## src/hdl/serial_pkg.sv

```systemverilog
// Purpose: shared constants and carrier types of the fast serial port
// Assumes: 50 MHz core clock, 8N1 framing, 16x oversampling
// Notes:   every count of cycles derives from the clock rate below
package serial_pkg;

    // ------------------------------------------------------------------
    // clock and bit timing
    // ------------------------------------------------------------------
    localparam int CLK_PERIOD_NS = 20;
    localparam int CLK_HZ        = 1_000_000_000 / CLK_PERIOD_NS;
    localparam int BAUD_DEFAULT  = 115_200;
    localparam int OVERSAMPLE    = 16;
    // cycles per oversample tick; rounds down, never below one
    localparam int BAUD_DIV      = (CLK_HZ / (BAUD_DEFAULT * OVERSAMPLE)) < 1
                                   ? 1 : CLK_HZ / (BAUD_DEFAULT * OVERSAMPLE);
    localparam int DIV_W         = 16;

    localparam logic [3:0] MID_SAMPLE  = 4'h7;
    localparam logic [3:0] LAST_SAMPLE = 4'hf;

    // ------------------------------------------------------------------
    // character and buffer shape
    // ------------------------------------------------------------------
    localparam int         DATA_BITS  = 8;
    localparam logic [2:0] LAST_BIT   = 3'h7;
    localparam int         FIFO_DEPTH = 8;

    // ------------------------------------------------------------------
    // levels after reset
    // ------------------------------------------------------------------
    localparam logic LINE_IDLE    = 1'h1;
    localparam logic NEG_INACTIVE = 1'h1;

    // ------------------------------------------------------------------
    // state encodings
    // ------------------------------------------------------------------
    typedef enum logic [1:0] {
        TX_IDLE  = 2'b00,
        TX_START = 2'b01,
        TX_DATA  = 2'b10,
        TX_STOP  = 2'b11
    } tx_state_t;

    typedef enum logic [1:0] {
        RX_IDLE  = 2'b00,
        RX_START = 2'b01,
        RX_DATA  = 2'b10,
        RX_STOP  = 2'b11
    } rx_state_t;

    // ------------------------------------------------------------------
    // pin carriers
    // ------------------------------------------------------------------
    typedef struct packed {
        logic serial_rx_line;
        logic clear_to_send_n;
        logic carrier_detect_n;
        logic set_ready_n;
    } modem_in_t;

    typedef struct packed {
        logic serial_tx_line;
        logic request_to_send_n;
        logic terminal_ready_n;
    } modem_out_t;

    typedef struct packed {
        logic remote_ready;
        logic clear_to_send;
        logic carrier_detect;
    } modem_status_t;

    localparam modem_in_t MODEM_IN_RESET = '{
        serial_rx_line:   LINE_IDLE,
        clear_to_send_n:  NEG_INACTIVE,
        carrier_detect_n: NEG_INACTIVE,
        set_ready_n:      NEG_INACTIVE
    };

    localparam modem_out_t MODEM_OUT_RESET = '{
        serial_tx_line:    LINE_IDLE,
        request_to_send_n: NEG_INACTIVE,
        terminal_ready_n:  NEG_INACTIVE
    };

endpackage

```

## src/hdl/serial_fifo.sv

```systemverilog
// Purpose: small first-word-fall-through buffer for transmit bytes
// Assumes: DEPTH is a power of two
// Notes:   head word sits in an output register, so capacity is DEPTH+1
`timescale 1ns/1ps
module serial_fifo #(
    parameter int WIDTH = 8,
    parameter int DEPTH = 8
) (
    // clock, reset, enable
    input  wire logic             clk,
    input  wire logic             rstn,
    input  wire logic             ce,
    // fill side
    input  wire logic             in_valid,
    output logic                  in_ready,
    input  wire logic [WIDTH-1:0] in_data,
    // drain side
    output logic                  out_valid,
    input  wire logic             out_ready,
    output logic      [WIDTH-1:0] out_data
);
    localparam int AW = $clog2(DEPTH);

    typedef struct packed {
        logic [DEPTH-1:0][WIDTH-1:0] mem;
        logic [AW-1:0]               wp;
        logic [AW-1:0]               rp;
        logic [AW:0]                 cnt;
        logic                        head_valid;
        logic [WIDTH-1:0]            head;
    } fifo_state_t;

    fifo_state_t s_r;
    fifo_state_t s_nxt;
    logic        do_wr;
    logic        do_pop;
    logic        do_ld;

    assign in_ready  = (s_r.cnt != (AW+1)'(DEPTH));
    assign out_valid = s_r.head_valid;
    assign out_data  = s_r.head;

    always_comb begin
        s_nxt  = s_r;
        do_wr  = ce && in_valid && in_ready;
        do_pop = ce && s_r.head_valid && out_ready;
        do_ld  = ce && (s_r.cnt != '0) && (!s_r.head_valid || do_pop);
        if (do_wr) begin
            s_nxt.mem[s_r.wp] = in_data;
            s_nxt.wp          = s_r.wp + 1'b1;
        end
        if (do_ld) begin
            s_nxt.head       = s_r.mem[s_r.rp];
            s_nxt.head_valid = 1'b1;
            s_nxt.rp         = s_r.rp + 1'b1;
        end else if (do_pop) begin
            s_nxt.head_valid = 1'b0;
        end
        s_nxt.cnt = s_r.cnt + (AW+1)'(do_wr) - (AW+1)'(do_ld);
    end

    always_ff @(posedge clk or negedge rstn) begin
        if (!rstn) begin
            s_r <= '0;
        end else begin
            s_r <= s_nxt;
        end
    end

endmodule

```

## src/hdl/fast_serial_port.sv

```systemverilog
// Purpose: fast serial port core with modem handshake and flow control
// Assumes: 8N1 frames, 16x oversample tick from divider or ext clock
// Notes:   modem pins pass through two-stage synchronisers
`timescale 1ns/1ps
module fast_serial_port #(
    parameter int DIV        = serial_pkg::BAUD_DIV,
    parameter int FIFO_DEPTH = serial_pkg::FIFO_DEPTH
) (
    // clock, reset, enable
    input  wire logic                              clk,
    input  wire logic                              rstn,
    input  wire logic                              ce,
    // control levels
    input  wire logic                              hw_flow_en,
    input  wire logic                              rts_level_sw,
    input  wire logic                              terminal_ready,
    input  wire logic                              ext_clk_sel,
    // transmit byte stream
    input  wire logic                              tx_valid,
    output logic                                   tx_ready,
    input  wire logic [serial_pkg::DATA_BITS-1:0]  tx_data,
    // receive byte stream
    output logic                                   rx_valid,
    output logic      [serial_pkg::DATA_BITS-1:0]  rx_data,
    output logic                                   rx_frame_err,
    output logic                                   rx_dropped,
    // status
    output serial_pkg::modem_status_t              status,
    output logic                                   tx_busy,
    // serial pins
    input  wire logic                              serial_ext_clock,
    input  wire serial_pkg::modem_in_t             modem_in,
    output serial_pkg::modem_out_t                 modem_out
);

    // ------------------------------------------------------------------
    // state
    // ------------------------------------------------------------------
    typedef struct packed {
        serial_pkg::modem_in_t              meta;
        serial_pkg::modem_in_t              sync;
        logic                               ext_meta;
        logic                               ext_sync;
        logic                               ext_prev;
        logic [serial_pkg::DIV_W-1:0]       div_cnt;
        serial_pkg::tx_state_t              tx_state;
        logic [3:0]                         tx_os;
        logic [2:0]                         tx_bit;
        logic [serial_pkg::DATA_BITS-1:0]   tx_shift;
        serial_pkg::rx_state_t              rx_state;
        logic [3:0]                         rx_os;
        logic [2:0]                         rx_bit;
        logic [serial_pkg::DATA_BITS-1:0]   rx_shift;
        logic [serial_pkg::DATA_BITS-1:0]   rx_data;
        logic                               rx_valid;
        logic                               rx_frame_err;
        logic                               rx_dropped;
        serial_pkg::modem_out_t             pins;
    } core_state_t;

    localparam core_state_t CORE_RESET = '{
        meta:         serial_pkg::MODEM_IN_RESET,
        sync:         serial_pkg::MODEM_IN_RESET,
        ext_meta:     1'h0,
        ext_sync:     1'h0,
        ext_prev:     1'h0,
        div_cnt:      '0,
        tx_state:     serial_pkg::TX_IDLE,
        tx_os:        4'h0,
        tx_bit:       3'h0,
        tx_shift:     '0,
        rx_state:     serial_pkg::RX_IDLE,
        rx_os:        4'h0,
        rx_bit:       3'h0,
        rx_shift:     '0,
        rx_data:      '0,
        rx_valid:     1'h0,
        rx_frame_err: 1'h0,
        rx_dropped:   1'h0,
        pins:         serial_pkg::MODEM_OUT_RESET
    };

    localparam logic [serial_pkg::DIV_W-1:0] DIV_LAST =
        serial_pkg::DIV_W'(DIV - 1);

    core_state_t                       s_r;
    core_state_t                       s_nxt;
    logic                              q_valid;
    logic                              q_pop;
    logic [serial_pkg::DATA_BITS-1:0]  q_data;
    logic                              tick;
    logic                              cts_ok;
    logic                              dcd_ok;

    // true on the last oversample of a bit period
    function automatic logic bit_end(input logic [3:0] os);
        bit_end = (os == serial_pkg::LAST_SAMPLE);
    endfunction

    // ------------------------------------------------------------------
    // transmit buffer
    // ------------------------------------------------------------------
    serial_fifo #(
        .WIDTH (serial_pkg::DATA_BITS),
        .DEPTH (FIFO_DEPTH)
    ) u_tx_fifo (
        .clk       (clk),
        .rstn      (rstn),
        .ce        (ce),
        .in_valid  (tx_valid),
        .in_ready  (tx_ready),
        .in_data   (tx_data),
        .out_valid (q_valid),
        .out_ready (q_pop),
        .out_data  (q_data)
    );

    // ------------------------------------------------------------------
    // outputs
    // ------------------------------------------------------------------
    assign modem_out             = s_r.pins;
    assign rx_valid              = s_r.rx_valid;
    assign rx_data               = s_r.rx_data;
    assign rx_frame_err          = s_r.rx_frame_err;
    assign rx_dropped            = s_r.rx_dropped;
    assign tx_busy               = (s_r.tx_state != serial_pkg::TX_IDLE);
    assign status.remote_ready   = !s_r.sync.set_ready_n;
    assign status.clear_to_send  = !s_r.sync.clear_to_send_n;
    assign status.carrier_detect = !s_r.sync.carrier_detect_n;

    // gates only read the second synchroniser stage
    assign cts_ok = !hw_flow_en || !s_r.sync.clear_to_send_n;
    assign dcd_ok = !hw_flow_en || !s_r.sync.carrier_detect_n;

    // pop happens only in idle, so clear-to-send is seen between characters
    assign q_pop = ce && (s_r.tx_state == serial_pkg::TX_IDLE)
                   && q_valid && cts_ok;

    // an external clock gives one tick per rising edge; it must run
    // well below half the core rate or edges are missed
    assign tick = ext_clk_sel ? (s_r.ext_sync && !s_r.ext_prev)
                              : (s_r.div_cnt == DIV_LAST);

    // ------------------------------------------------------------------
    // next state
    // ------------------------------------------------------------------
    always_comb begin
        s_nxt = s_r;
        if (ce) begin
            s_nxt.meta     = modem_in;
            s_nxt.sync     = s_r.meta;
            s_nxt.ext_meta = serial_ext_clock;
            s_nxt.ext_sync = s_r.ext_meta;
            s_nxt.ext_prev = s_r.ext_sync;
            s_nxt.div_cnt  = (s_r.div_cnt == DIV_LAST) ? '0
                             : s_r.div_cnt + 1'b1;

            s_nxt.rx_valid     = 1'b0;
            s_nxt.rx_frame_err = 1'b0;
            s_nxt.rx_dropped   = 1'b0;

            // transmitter
            case (s_r.tx_state)
                serial_pkg::TX_IDLE: begin
                    if (q_pop) begin
                        s_nxt.tx_shift = q_data;
                        s_nxt.tx_os    = 4'h0;
                        s_nxt.tx_state = serial_pkg::TX_START;
                    end
                end
                serial_pkg::TX_START: begin
                    if (tick) begin
                        s_nxt.tx_os = s_r.tx_os + 1'b1;
                        if (bit_end(s_r.tx_os)) begin
                            s_nxt.tx_bit   = 3'h0;
                            s_nxt.tx_state = serial_pkg::TX_DATA;
                        end
                    end
                end
                serial_pkg::TX_DATA: begin
                    if (tick) begin
                        s_nxt.tx_os = s_r.tx_os + 1'b1;
                        if (bit_end(s_r.tx_os)) begin
                            s_nxt.tx_shift = s_r.tx_shift >> 1;
                            s_nxt.tx_bit   = s_r.tx_bit + 1'b1;
                            if (s_r.tx_bit == serial_pkg::LAST_BIT) begin
                                s_nxt.tx_state = serial_pkg::TX_STOP;
                            end
                        end
                    end
                end
                serial_pkg::TX_STOP: begin
                    if (tick) begin
                        s_nxt.tx_os = s_r.tx_os + 1'b1;
                        if (bit_end(s_r.tx_os)) begin
                            s_nxt.tx_state = serial_pkg::TX_IDLE;
                        end
                    end
                end
                default: begin
                    s_nxt.tx_state = serial_pkg::TX_IDLE;
                end
            endcase

            // line level follows the state being entered
            case (s_nxt.tx_state)
                serial_pkg::TX_START: s_nxt.pins.serial_tx_line = 1'b0;
                serial_pkg::TX_DATA:  s_nxt.pins.serial_tx_line =
                                          s_nxt.tx_shift[0];
                default:              s_nxt.pins.serial_tx_line =
                                          serial_pkg::LINE_IDLE;
            endcase

            // receiver
            case (s_r.rx_state)
                serial_pkg::RX_IDLE: begin
                    if (!s_r.sync.serial_rx_line) begin
                        s_nxt.rx_os    = 4'h0;
                        s_nxt.rx_state = serial_pkg::RX_START;
                    end
                end
                serial_pkg::RX_START: begin
                    if (tick) begin
                        s_nxt.rx_os = s_r.rx_os + 1'b1;
                        if (s_r.rx_os == serial_pkg::MID_SAMPLE) begin
                            // a glitch shorter than half a bit is ignored
                            if (s_r.sync.serial_rx_line) begin
                                s_nxt.rx_state = serial_pkg::RX_IDLE;
                            end else begin
                                s_nxt.rx_os    = 4'h0;
                                s_nxt.rx_bit   = 3'h0;
                                s_nxt.rx_state = serial_pkg::RX_DATA;
                            end
                        end
                    end
                end
                serial_pkg::RX_DATA: begin
                    if (tick) begin
                        s_nxt.rx_os = s_r.rx_os + 1'b1;
                        if (bit_end(s_r.rx_os)) begin
                            s_nxt.rx_shift = {s_r.sync.serial_rx_line,
                                s_r.rx_shift[serial_pkg::DATA_BITS-1:1]};
                            s_nxt.rx_bit   = s_r.rx_bit + 1'b1;
                            if (s_r.rx_bit == serial_pkg::LAST_BIT) begin
                                s_nxt.rx_state = serial_pkg::RX_STOP;
                            end
                        end
                    end
                end
                serial_pkg::RX_STOP: begin
                    if (tick) begin
                        s_nxt.rx_os = s_r.rx_os + 1'b1;
                        if (bit_end(s_r.rx_os)) begin
                            s_nxt.rx_state = serial_pkg::RX_IDLE;
                            if (!s_r.sync.serial_rx_line) begin
                                s_nxt.rx_frame_err = 1'b1;
                            end else if (dcd_ok) begin
                                s_nxt.rx_data  = s_r.rx_shift;
                                s_nxt.rx_valid = 1'b1;
                            end else begin
                                s_nxt.rx_dropped = 1'b1;
                            end
                        end
                    end
                end
                default: begin
                    s_nxt.rx_state = serial_pkg::RX_IDLE;
                end
            endcase

            // request to send: buffer occupancy or busy transmitter, else software level
            if (hw_flow_en) begin
                s_nxt.pins.request_to_send_n =
                    !(q_valid || s_nxt.tx_state != serial_pkg::TX_IDLE
                      || !tx_ready);
            end else begin
                s_nxt.pins.request_to_send_n = rts_level_sw;
            end

            s_nxt.pins.terminal_ready_n = !terminal_ready;
        end
    end

    // ------------------------------------------------------------------
    // registers
    // ------------------------------------------------------------------
    always_ff @(posedge clk or negedge rstn) begin
        if (!rstn) begin
            s_r <= CORE_RESET;
        end else begin
            s_r <= s_nxt;
        end
    end

endmodule

```

## config.mk

```make
export PLATFORM = sky130hd
export DESIGN_NAME = fast_serial_port
export DESIGN_NICKNAME = d
export VERILOG_FILES = /design/src/hdl/serial_pkg.sv /design/src/hdl/serial_fifo.sv /design/src/hdl/fast_serial_port.sv
export SDC_FILE = /design/constraint.sdc
export NUM_CORES = 1
export LEC_CHECK = 0
export ABC_CLOCK_PERIOD_IN_PS = 3700
export BUFFER_PORTS_ARGS = -buffer_cell sky130_fd_sc_hd__buf_2
export CORE_UTILIZATION = 40
export DETAILED_ROUTE_END_ITERATION = 10
export HOLD_SLACK_MARGIN = 0.12
export PLACE_DENSITY = 0.67
export SYNTH_ARGS = -nofsm -noshare
export SYNTH_HDL_FRONTEND = slang
export SYNTH_HIERARCHICAL = 1
export SYNTH_SLANG_ARGS = --single-unit
```

## constraint.sdc

```tcl
create_clock -name clk -period 3.7 [get_ports clk]
set_input_delay 0.74 -clock clk [delete_from_list [all_inputs] [get_ports clk]]
set_output_delay 0.74 -clock clk [all_outputs]
set_load 0.01 [all_outputs]
```

=== After elaboration in Yosys (flattened, before gate mapping) ===
Cells that the tools add are included.

* Register bits after elaboration: 158
* Bits of input ports: 21

* Add/subtract/negate cells: 9
* Magnitude comparators: 3
* Equality and inequality tests: 33
* Muxes and demuxes: 47
* Reductions and logical operators: 42

{| class="wikitable"
|+ Operators by type and width
! cell !! count
|-
| $bwmux 64 || 1
|-
| $pmux 6 s4 || 2
|-
| $mux 17 || 2
|-
| $mux 6 || 5
|-
| $mux 9 || 3
|-
| $ne 2x2->1 const B || 13
|-
| $bmux 8 s3 || 1
|-
| $demux 8 s3 || 1
|-
| $mux 8 || 3
|-
| $mux 11 || 2
|-
| $add 16x1->16 const B || 1
|-
| $eq 16x5->1 const B || 1
|-
| $mux 16 || 1
|-
| $mux 2 || 8
|-
| $pmux 8 s2 || 1
|-
| $reduce_and 5->1 || 3
|-
| $add 3x1->3 const B || 4
|-
| $mux 3 || 4
|-
| $pmux 3 s2 || 2
|-
| $reduce_and 6->1 || 2
|-
| $reduce_bool 2->1 || 6
|-
| $logic_and 1x1->1 || 11
|-
| $eq 2x2->1 const B || 5
|-
| $logic_not 1->1 || 9
|-
| 22 further kinds || 43
|}

=== Longest topological paths before layout ===
Gate-level depths: netlist (run 1).

* Depth after elaboration: 12
* Mapped depth: 15
* Mapped depth without buffers: 12

=== Hierarchy ===
Netlist (run 1), hierarchy kept.

{| class="wikitable"
|+ By module, submodules not included
! module !! times used !! cells an instance !! area an instance (um^2) !! sequential area each (um^2)
|-
| serial_fifo || 1 || 287 || 4072.7 || 2077.0
|-
| fast_serial_port || 1 || 334 || 3786.1 || 1890.6
|}

=== Least setup slack after synthesis (run 1) ===
OpenSTA, ideal clock, no wires.

* Path kind: input to register
* Start: input port ce
* End: register u_tx_fifo/s_r[11] (netlist bit)
* Setup time: 123 ps
* Arrival time: 3016 ps
* Data required time: 3577 ps
* Setup slack: 562 ps
* Stages: 14
* Path buffers: 3
* Path through: clkbuf_8 > nand4_1 > clkinv_1 > nor2b_1 > clkbuf_1 > or3_1 > buf_2 > inv_1 > ha_1 > inv_1 > ha_1 > inv_1 > fa_1 > xnor2_1

{| class="wikitable"
|+ RTL lines
! item !! line !! source
|-
| start: declaration || fast_serial_port.sv:12 || <nowiki>input wire logic ce,</nowiki>
|-
| end signal: assignment || serial_fifo.sv:66 || <nowiki>s_r <= s_nxt;</nowiki>
|-
| end: declaration || serial_fifo.sv:33 || <nowiki>fifo_state_t s_r;</nowiki>
|}

==> impl_metrics.json, run 1 <==
{
  "wire_per_inst_um": 17.55,
  "die_y_um": 142.2,
  "power_density_nw_per_um2": 704.9,
  "synth.area.mux_share": 0.1926,
  "grt_pass1_wl_mm": 26.97,
  "power.leakage_nw": 3.950,
  "seqCellArea_um2": 3968,
  "r2r_start": "s_r[46]$_DFFE_PN0P_",
  "synth_cell_types": 70,
  "start_kind": "flip-flop",
  "worstPathRequired_ps": 4060,
  "worst_slack_ps": 723.7,
  "startpoint": "s_r[46]$_DFFE_PN0P_",
  "place_inst": 886,
  "finish.instance_area_um2": 8786,
  "vias": 5003,
  "skew_ps": 9.835,
  "finalSetupTns_ps": 0,
  "drive_above_1_share": 0.3435,
  "hold_path.class": "input pin to async pin",
  "grt-ovfl-total": 0,
  "synth.cells.most_frequent": "dfrtp_1 (147), mux2_2 (106), nand2_1 (29), inv_1 (28)",
  "postCtsSetupRepairBufs": 0,
  "area_growth_syn_to_layout_pct": 11.80,
  "n_antenna_cell": 0,
  "cts_hold_buf": 0,
  "synth_area_leaders": "dfrtp_1 (47%), mux2_2 (15%), dfstp_2 (3.7%)",
  "tritoncts.num_buffers": 17,
  "antenna_found_initial": 0,
  "critPathMaxFanout": 11,
  "status": "completed",
  "syn_inst": 621,
  "drc": 0,
  "fmax_ghz": 0.3360,
  "viasPerCell": 5.450,
  "core_um2": 18960,
  "synth-compound-area-share": 0.09712,
  "clock_path_buffers": 2,
  "slew_viol_final": 0,
  "syn-num-nets": 659,
  "numClockSinks": 158,
  "stdcell_count": 918,
  "setup_viol": 0,
  "netlist_area_um2": 7859,
  "synth_seq_area_share": 0.5049,
  "grt_usage": 0.1737,
  "avgSynthCellArea_um2": 12.66,
  "ys.warnings.count": 6,
  "yosys.area.top_type_share": 0.4681,
  "dp_slack_ps": 501.8,
  "total_power_mw": 6.193,
  "utilization": 0.4635,
  "clockRootBuffer": "clkbuf_16",
  "synth_xor_area_frac": 0.02117,
  "cts_tree": "built",
  "die_w_um": 142.2,
  "synth_seq_cells": 158,
  "yosys.area_share.simple": 0.1084,
  "ant_nets": 0,
  "synth_edf_count": 0,
  "arrival_ps": 3340,
  "max_cap_violations": 0,
  "clock_latency_ps": 430,
  "num_rows": 50,
  "fillers": 1720,
  "synth_fa_ha_area_frac": 0.02802,
  "peakVddDrop_mv": 0.4091,
  "layout_min_cycle_time_ps": 2976,
  "clk_pin_slew_ps": 60,
  "initial_utilization": 0.4146,
  "multi_input_area_um2": 3516,
  "grt_max_degree": 89,
  "first_global_vias": 5299,
  "holdWs_ps": 384.6,
  "fin_crit_sh": 0.8044,
  "synth_most_common_cell": "dfrtp_1",
  "hpwlAfterDp_mm": 10.77,
  "tightest_slew_ps": 875.3,
  "synth_top_family_by_area": "multiplexers",
  "synth_largest_area_cell": "dfrtp_1",
  "slew_headroom": 0.4121,
  "port_buffers": 39,
  "io-pin-count": 40,
  "critPathCaptureType": "flip-flop",
  "r2r_cells": 13,
  "h-tree-depth": 4,
  "rsz0062_at_grt": "no",
  "wl_mm": 16.11,
  "final_nets": 683,
  "crit_type": "flip-flop to flip-flop",
  "async_flop_share": 1.000,
  "ys.flop_type": "dfrtp_1",
  "hold_viol_final": 0,
  "first_iter_violations": 250,
  "postPlaceCellArea_um2": 8188,
  "gp_congestion": 0.8147,
  "firstDrtPassIters": 5,
  "ctsResizeCount": 0,
  "die_area_um2": 20210
}
## placed cells by master, fill, tap and decap left out, types with 15 or more instances in the layout
cell type | synthesis | layout
buf_2 | 4 | 38
o31ai_1 | 21 | 21
clkbuf_16 | 0 | 17
ha_1 | 16 | 16
inv_1 | 28 | 28
mux2i_1 | 20 | 20
mux2_2 | 106 | 106
a22o_1 | 18 | 18
xnor2_1 | 15 | 15
nor2_1 | 19 | 19
nand3_1 | 18 | 18
nand2_1 | 29 | 29
dfrtp_1 | 147 | 147
## worst max-delay path, stage by stage (launching register included)
cell and delay, ps:
dfrtp_1 510, nor2_1 140, buf_4 150, nand4_1 210, clkinv_1 120, nor2b_1 60, or3_1 520, inv_1 130
ha_1 200, inv_1 80, ha_1 290, a21o_1 190, a21oi_1 170, xor2_1 150
## per-layer routing
layer / track usage / up-vias / share of wire
li1: - / 2304 / -
met1: 0.2050 / 2546 / 0.43
met2: 0.3024 / 123 / 0.51
met3: 0.04542 / 30 / 0.047
met4: 0.06452 / 0 / 0.020
met5: 0 / - / 0
## final cells by class
class	instances	area share
Tap cell	260	0.03703
Sequential cell	158	0.4516
Clock inverter	14	0.01923
Timing Repair Buffer	46	0.03033
Clock buffer	18	0.04885
Multi-Input combinational cell	392	0.4002
Inverter	30	0.01282
## flip-flops by register name, summed over array words and instances, names as in the netlist
signal               cells
rx_data                  8
s_r                     61
rx_frame_err             1
u_tx_fifo/out_valid      1
u_tx_fifo/out_data       8
u_tx_fifo/s_r           74
rx_valid                 1
modem_out                3
rx_dropped               1
## worst paths after layout
path / to / slack (ps)
max: u_tx_fifo/s_r[12]$_DFF_PN0_ / 720
min: s_r[60]$_DFFE_PN0P_ / 380
max reg2reg: u_tx_fifo/s_r[12]$_DFF_PN0_ / 720
min reg2reg: rx_valid$_DFFE_PN0P_ / 480
max in group asynchronous: modem_out[2]$_DFFE_PN1P_ / 2440
min in group clk: modem_out[0]$_DFFE_PN1P_ / 460
## power breakdown
group          internal, mW  switching, mW
sequential             2.26          0.394
combinational         0.941          0.829
clock                  1.06          0.705
total                  4.27           1.93
## cells by family (layout without fill, tap and decap cells)
group | after synthesis | count (layout)
adders and majority gates | 17 | 17
and+or+nand+nor | 124 | 124
muxes | 134 | 134
buffers and inverters | 71 | 108
DFF | 158 | 158
xor gates and xnor gates | 19 | 19
AOI/OAI and AO/OA | 98 | 98
Note: power is estimated with default switching activity, not from simulation.
==> run 2: changes to the inputs <==
--- a/config.mk
+++ b/config.mk
@@ -5,7 +5,8 @@
 export SDC_FILE = /design/constraint.sdc
 export NUM_CORES = 1
 export LEC_CHECK = 0
-export ABC_CLOCK_PERIOD_IN_PS = 3700
+export ABC_AREA = 1
+export ABC_CLOCK_PERIOD_IN_PS = 3040
 export BUFFER_PORTS_ARGS = -buffer_cell sky130_fd_sc_hd__buf_2
 export CORE_UTILIZATION = 40
 export DETAILED_ROUTE_END_ITERATION = 10
==> constraint.sdc (replaced) <==
create_clock -name clk -period 3.04 [get_ports clk]
set_input_delay 0.608 -clock clk [delete_from_list [all_inputs] [get_ports clk]]
set_output_delay 0.608 -clock clk [all_outputs]
set_load 0.01 [all_outputs]
==> run 2 against run 1 <==
Worst setup slack worse by 89 ps. Routed wire length is 0.29% lower. Register-to-register slack worse by 90 ps. Clock power is 22% higher. Largest cell class unchanged. Critical path type unchanged. Sequential power is 21% higher. Synthesized cell count is 59% higher.
==> impl_metrics.json, run 2 <==
{
  "ys.warnings.count": 6,
  "yosys.area.top_type_share": 0.4463,
  "crit_type": "flip-flop to flip-flop",
  "initial_utilization": 0.4073,
  "synth_area_leaders": "dfrtp_1 (45%), nand2_1 (11%), inv_1 (6.2%)",
  "skew_ps": 7.590,
  "layout_min_cycle_time_ps": 2405,
  "first_global_vias": 5989,
  "arrival_ps": 2720,
  "synth_edf_count": 0,
  "clock_latency_ps": 420,
  "core_um2": 20230,
  "worstPathRequired_ps": 3360,
  "syn_inst": 986,
  "postPlaceCellArea_um2": 8467,
  "grt_usage": 0.1645,
  "drive_above_1_share": 0.1845,
  "die_w_um": 145.5,
  "setup_viol": 0,
  "hold_viol_final": 0,
  "viasPerCell": 4.755,
  "holdWs_ps": 280.0,
  "gp_congestion": 0.8088,
  "die_area_um2": 21180,
  "finalSetupTns_ps": 0,
  "fillers": 1981,
  "ant_nets": 0,
  "status": "completed",
  "largest-register": "u_tx_fifo/s_r",
  "synth.area.mux_share": 0.003036,
  "power_density_nw_per_um2": 893.8,
  "power.leakage_nw": 4.586,
  "postCtsSetupRepairBufs": 0,
  "stdcell_count": 1278,
  "final_nets": 1034,
  "area_growth_syn_to_layout_pct": 9.929,
  "grt_pass1_wl_mm": 28.37,
  "fin_crit_sh": 0.7912,
  "grt_max_degree": 159,
  "die_y_um": 145.5,
  "wire_per_inst_um": 12.57,
  "slew_viol_final": 0,
  "antenna_found_initial": 0,
  "synth_xor_area_frac": 0.01488,
  "critPathMaxFanout": 7,
  "first_iter_violations": 361,
  "synth_fa_ha_area_frac": 0.02672,
  "synth-compound-area-share": 0.1092,
  "largest_register_ffs": 74,
  "wl_mm": 16.06,
  "drc": 0,
  "rsz0062_at_grt": "no",
  "synth_top_family_by_area": "simple AND/OR/NAND/NOR gates",
  "netlist_area_um2": 8242,
  "port_buffers": 39,
  "fmax_ghz": 0.4157,
  "synth.cells.most_frequent": "nand2_1 (233), dfrtp_1 (147), inv_1 (137), nor2_1 (93), nand3_1 (78)",
  "ys.flop_type": "dfrtp_1",
  "syn-num-nets": 1024,
  "final_common_cell": "nand2_1",
  "synth_largest_area_cell": "dfrtp_1",
  "io-pin-count": 40,
  "synth_seq_area_share": 0.4814,
  "cts_hold_buf": 0,
  "synth_most_common_cell": "nand2_1",
  "synth_cell_types": 51,
  "start_kind": "flip-flop",
  "synth_seq_cells": 158,
  "place_inst": 1247,
  "h-tree-depth": 4,
  "critPathCaptureType": "flip-flop",
  "layout_common_cells": "nand2_1 (233), dfrtp_1 (147), inv_1 (137)",
  "num_rows": 52,
  "hpwlAfterDp_mm": 10.53,
  "utilization": 0.4477,
  "hold_path.class": "input pin to async pin",
  "slew_headroom": 0.4063,
  "async_flop_share": 1.000,
  "finish.instance_area_um2": 9060,
  "max_cap_violations": 0,
  "n_antenna_cell": 0,
  "clock_path_buffers": 2,
  "seqCellArea_um2": 3968,
  "reg.largest.list": "u_tx_fifo/s_r x74, s_r x61",
  "tightest_slew_ps": 890.5,
  "firstDrtPassIters": 5,
  "clk_pin_slew_ps": 60,
  "peakVddDrop_mv": 0.4811,
  "vias": 6077,
  "cts_tree": "built",
  "multi_input_area_um2": 3339,
  "tritoncts.num_buffers": 17,
  "numClockSinks": 158,
  "yosys.area_share.simple": 0.2514,
  "ctsResizeCount": 0,
  "grt-ovfl-total": 0,
  "avgSynthCellArea_um2": 8.359,
  "clockRootBuffer": "clkbuf_16"
}
[run 2: cell type report]
class	count	share of cell area
Timing Repair Buffer	48	0.03107
Clock inverter	9	0.01201
Multi-Input combinational cell	627	0.3686
Inverter	144	0.05966
Clock buffer	22	0.05345
Sequential cell	158	0.4379
Tap cell	270	0.03729
[run 2: cells by family (layout without fill, tap and decap cells)]
kind of cell,after synthesis,in the layout
compound gates,135,135
simple gates,459,459
fa+ha+maj,17,17
buf+inv,201,223
flops,158,158
mux,2,2
xor+xnor,14,14
[run 2: path summary, 6_finish.rpt]
kind                       slack [ps]           startpoint                             to  depth (start not counted)
min in group clk                  350       terminal_ready       modem_out[0]$_DFFE_PN1P_                          2
setup reg to reg                  630  s_r[46]$_DFFE_PN0P_    u_tx_fifo/s_r[10]$_DFF_PN0_                         13
hold / removal                    280                 rstn            s_r[61]$_DFFE_PN0P_                          2
setup / recovery                  630  s_r[46]$_DFFE_PN0P_    u_tx_fifo/s_r[10]$_DFF_PN0_                         13
max in group asynchronous        2070                 rstn  u_tx_fifo/s_r[77]$_DFFE_PN0P_                          2
hold reg to reg                   470  s_r[71]$_DFFE_PN1P_            s_r[71]$_DFFE_PN1P_                          2
[run 2: metal layers]
layer,GRT usage,up-vias,part of all wire
met5,0,-,0
met4,0.05842,0,0.015
met3,0.03260,23,0.031
met2,0.2721,105,0.47
met1,0.2147,2857,0.49
li1,-,3092,-
[run 2: stage by stage]
stage	power (mW)	setup WS (ps)
after floorplan	5.450	523.9
after global placement	5.895	586.0
after detailed placement	5.982	553.1
after CTS	8.164	609.9
after global routing	8.722	413.7
final	8.098	634.7
[run 2: critical path, cell delays in order (launching register included)]
cell and delay [ps]:
dfrtp_1 450, nor2_1 250, nand4_1 200, clkinv_1 100, nand2_1 50, nand2_1 70, nand3_1 100, inv_1 90
ha_1 220, inv_1 50, ha_1 150, inv_1 50, fa_1 470, inv_1 40
[run 2: power breakdown]
group | switching [mW] | internal [mW] | total (mW)
logic | 1.75 | 0.977 | 2.73
registers | 0.386 | 2.85 | 3.23
clock network | 0.847 | 1.29 | 2.14
total | 2.98 | 5.12 | 8.10
==> run 3: changes to the inputs <==
--- a/config.mk
+++ b/config.mk
@@ -6,12 +6,12 @@
 export NUM_CORES = 1
 export LEC_CHECK = 0
 export ABC_AREA = 1
-export ABC_CLOCK_PERIOD_IN_PS = 3040
+export ABC_CLOCK_PERIOD_IN_PS = 2050
 export BUFFER_PORTS_ARGS = -buffer_cell sky130_fd_sc_hd__buf_2
 export CORE_UTILIZATION = 40
 export DETAILED_ROUTE_END_ITERATION = 10
 export HOLD_SLACK_MARGIN = 0.12
-export PLACE_DENSITY = 0.67
+export PLACE_DENSITY = 0.69
 export SYNTH_ARGS = -nofsm -noshare
 export SYNTH_HDL_FRONTEND = slang
 export SYNTH_HIERARCHICAL = 1
==> constraint.sdc (replaced) <==
create_clock -name clk -period 2.05 [get_ports clk]
set_input_delay 0.41 -clock clk [delete_from_list [all_inputs] [get_ports clk]]
set_output_delay 0.41 -clock clk [all_outputs]
set_load 0.01 [all_outputs]
==> run 3 against run 2 <==
The run now ends with negative setup slack left. Sequential cell count unchanged. Sequential share of layout area down 1.6 points. Non-clock buffer count up 37. Total power up 51%. Combinational power rose by 62%. Clock power rose by 43%. Worst setup slack got worse by 650 ps. Critical path depth unchanged. Global-route usage increased by 0.65 points. Maximum frequency grew 16%. Final cell count is 3.1% higher. Utilization is 1.7 points higher. Largest power group unchanged. Highest routed layer unchanged.
==> impl_metrics.json, run 3 (synthesis gave the netlist of run 2 again) <==
{
  "utilization": 0.4646,
  "antenna_found_initial": 0,
  "first_iter_violations": 385,
  "ant_nets": 0,
  "wl_met1_mm": 8.046,
  "critPathCaptureType": "flip-flop",
  "area_growth_syn_to_layout_pct": 14.06,
  "critPathMaxFanout": 2,
  "layout_min_cycle_time_ps": 2070,
  "first_global_vias": 6124,
  "largest-register": "u_tx_fifo/s_r",
  "slowest_delay_ps": 520,
  "multi_input_area_um2": 3401,
  "hold_start": "terminal_ready",
  "tritoncts.num_buffers": 17,
  "stdcell_count": 1317,
  "holdWs_ps": 164.9,
  "port_buffers": 39,
  "vias": 6275,
  "die_y_um": 145.5,
  "startpoint": "s_r[47]$_DFFE_PN0P_",
  "crit_type": "flip-flop to flip-flop",
  "clk_pin_slew_ps": 60,
  "status": "complete, but fails checks",
  "hold_viol_final": 0,
  "pwr-share-comb": 0.361,
  "initial_utilization": 0.4073,
  "power_switching_mw": 4.604,
  "grt_max_degree": 52,
  "top_layer_used": "met4",
  "fin_crit_sh": 1.010,
  "tightest_slew_ps": 493.6,
  "start_kind": "flip-flop",
  "finalSetupTns_ps": -19.91,
  "power.leakage_nw": 4.757,
  "grt_usage": 0.1710,
  "largest_register_ffs": 74,
  "worstPathRequired_ps": 2370,
  "die_w_um": 145.5,
  "power_frac_clock": 0.250,
  "slew_viol_final": 0,
  "wire_per_inst_um": 12.80,
  "drc": 0,
  "gp_congestion": 0.8241,
  "cp_num_buf_inv": 5,
  "clock_latency_ps": 430,
  "peakVddDrop_mv": 0.7242,
  "internal_power_mw": 7.622,
  "r2r_start": "s_r[47]$_DFFE_PN0P_",
  "firstDrtPassIters": 5,
  "h-tree-depth": 4,
  "cts_tree": "built",
  "n_antenna_cell": 0,
  "dr_wl_met3_um": 634,
  "crit_top_cell": "inv_2",
  "arrival_ps": 2390,
  "seqCellArea_um2": 3968,
  "setup_viol": 1,
  "drive_above_1_share": 0.2273,
  "num_rows": 52,
  "switching_share": 0.3765,
  "cp_cell_sequence": "nor2_2 > nand4_1 > clkinv_2 > nand2_2 > nand2_2 > nand3_2 > inv_2 > ha_4 > inv_4 > ha_4 > inv_2 > fa_2 > inv_2",
  "place_inst": 1270,
  "crit_slowest_cell": "fa_2",
  "grt_pass1_wl_mm": 29.37,
  "rsz0062_at_grt": "yes",
  "worst_slack_ps": -19.91,
  "max_cap_violations": 0,
  "numClockSinks": 158,
  "fmax_ghz": 0.4831,
  "core_um2": 20230,
  "power_density_nw_per_um2": 1301,
  "viasPerCell": 4.765,
  "reg.largest.list": "u_tx_fifo/s_r x74, s_r x61",
  "slew_headroom": 0.6705,
  "grt-ovfl-total": 0,
  "io-pin-count": 40,
  "postPlaceCellArea_um2": 8688,
  "layout_common_cells": "nand2_1 (231), dfrtp_1 (147), inv_1 (133)",
  "wl_met2_mm": 7.977,
  "die_area_um2": 21180,
  "clockRootBuffer": "clkbuf_16",
  "final_nets": 1072,
  "fillers": 1932,
  "hpwlAfterDp_mm": 11.35,
  "final_common_cell": "nand2_1",
  "hold_path.class": "input pin to flip-flop",
  "finish.instance_area_um2": 9400,
  "crit_family": "adder cells",
  "violations": "negative setup slack",
  "seq_power_share": 0.389,
  "skew_ps": 8.870,
  "wl_mm": 16.86,
  "clock_path_buffers": 2
}
[run 3: cell count changes in the layout (fill, tap and decap cells not counted), sizes merged]
cell / previous run / this run
buf: 48 / 84
clkbuf: 22 / 18
inv: 142 / 146
clkinvlp: 1 / 3
bufinv: 2 / 1
dlygate4sd3: 0 / 1
nand4: 7 / 8
[run 3: timing repair]
item / CTS / global route
pin swaps: 2 / 4
hold buffers: 1 / 0
cloned: 0 / 1
resized for setup: 3 / 11
setup buffers: 11 / 5
setup endpoints to repair: 2 / 27
hold endpoints to repair: 36 / 0
[run 3: stage by stage]
stage               total power [mW]  setup WS [ps]
floorplan                      8.138         -276.8
global route                   13.20         -125.2
CTS                            12.29         -19.49
global placement               8.915         -89.06
detailed placement             9.061         -120.7
finish                         12.23         -19.91
[run 3: final timing paths]
check | to | cells past startpoint | slack (ps)
min | modem_out[0]$_DFFE_PN1P_ | 2 | 160
max reg2reg | u_tx_fifo/s_r[10]$_DFF_PN0_ | 13 | -20
max in group asynchronous | u_tx_fifo/s_r[38]$_DFFE_PN0P_ | 3 | 930
max | u_tx_fifo/s_r[10]$_DFF_PN0_ | 13 | -20
min reg2reg | s_r[72]$_DFFE_PN1P_ | 2 | 470
min in group asynchronous | s_r[59]$_DFFE_PN0P_ | 2 | 460
[run 3: power groups by stage]
stage | sequential, mW | clock (mW) | combinational [mW]
finish | 4.76 | 3.05 | 4.42
global route | 4.89 | 3.25 | 5.07
CTS | 4.76 | 3.12 | 4.42
detailed placement | 4.80 | 0 | 4.26
global placement | 4.76 | 0 | 4.16
floorplan | 4.67 | 0 | 3.47
[run 3: final cells by class]
class / count / share of cell area
sequential: 158 / 0.4221
multi-input combinational: 628 / 0.3618
timing repair buffer: 85 / 0.06149
inverter: 144 / 0.05790
clock buffer: 18 / 0.04672
tap: 270 / 0.03594
clock inverter: 14 / 0.01411
[run 3: routing by layer]
metal / global-route usage / vias to the layer above
li1: - / 3182
met1: 0.2248 / 2947
met2: 0.2813 / 128
met3: 0.03668 / 18
met4: 0.05579 / 0
met5: 0 / -
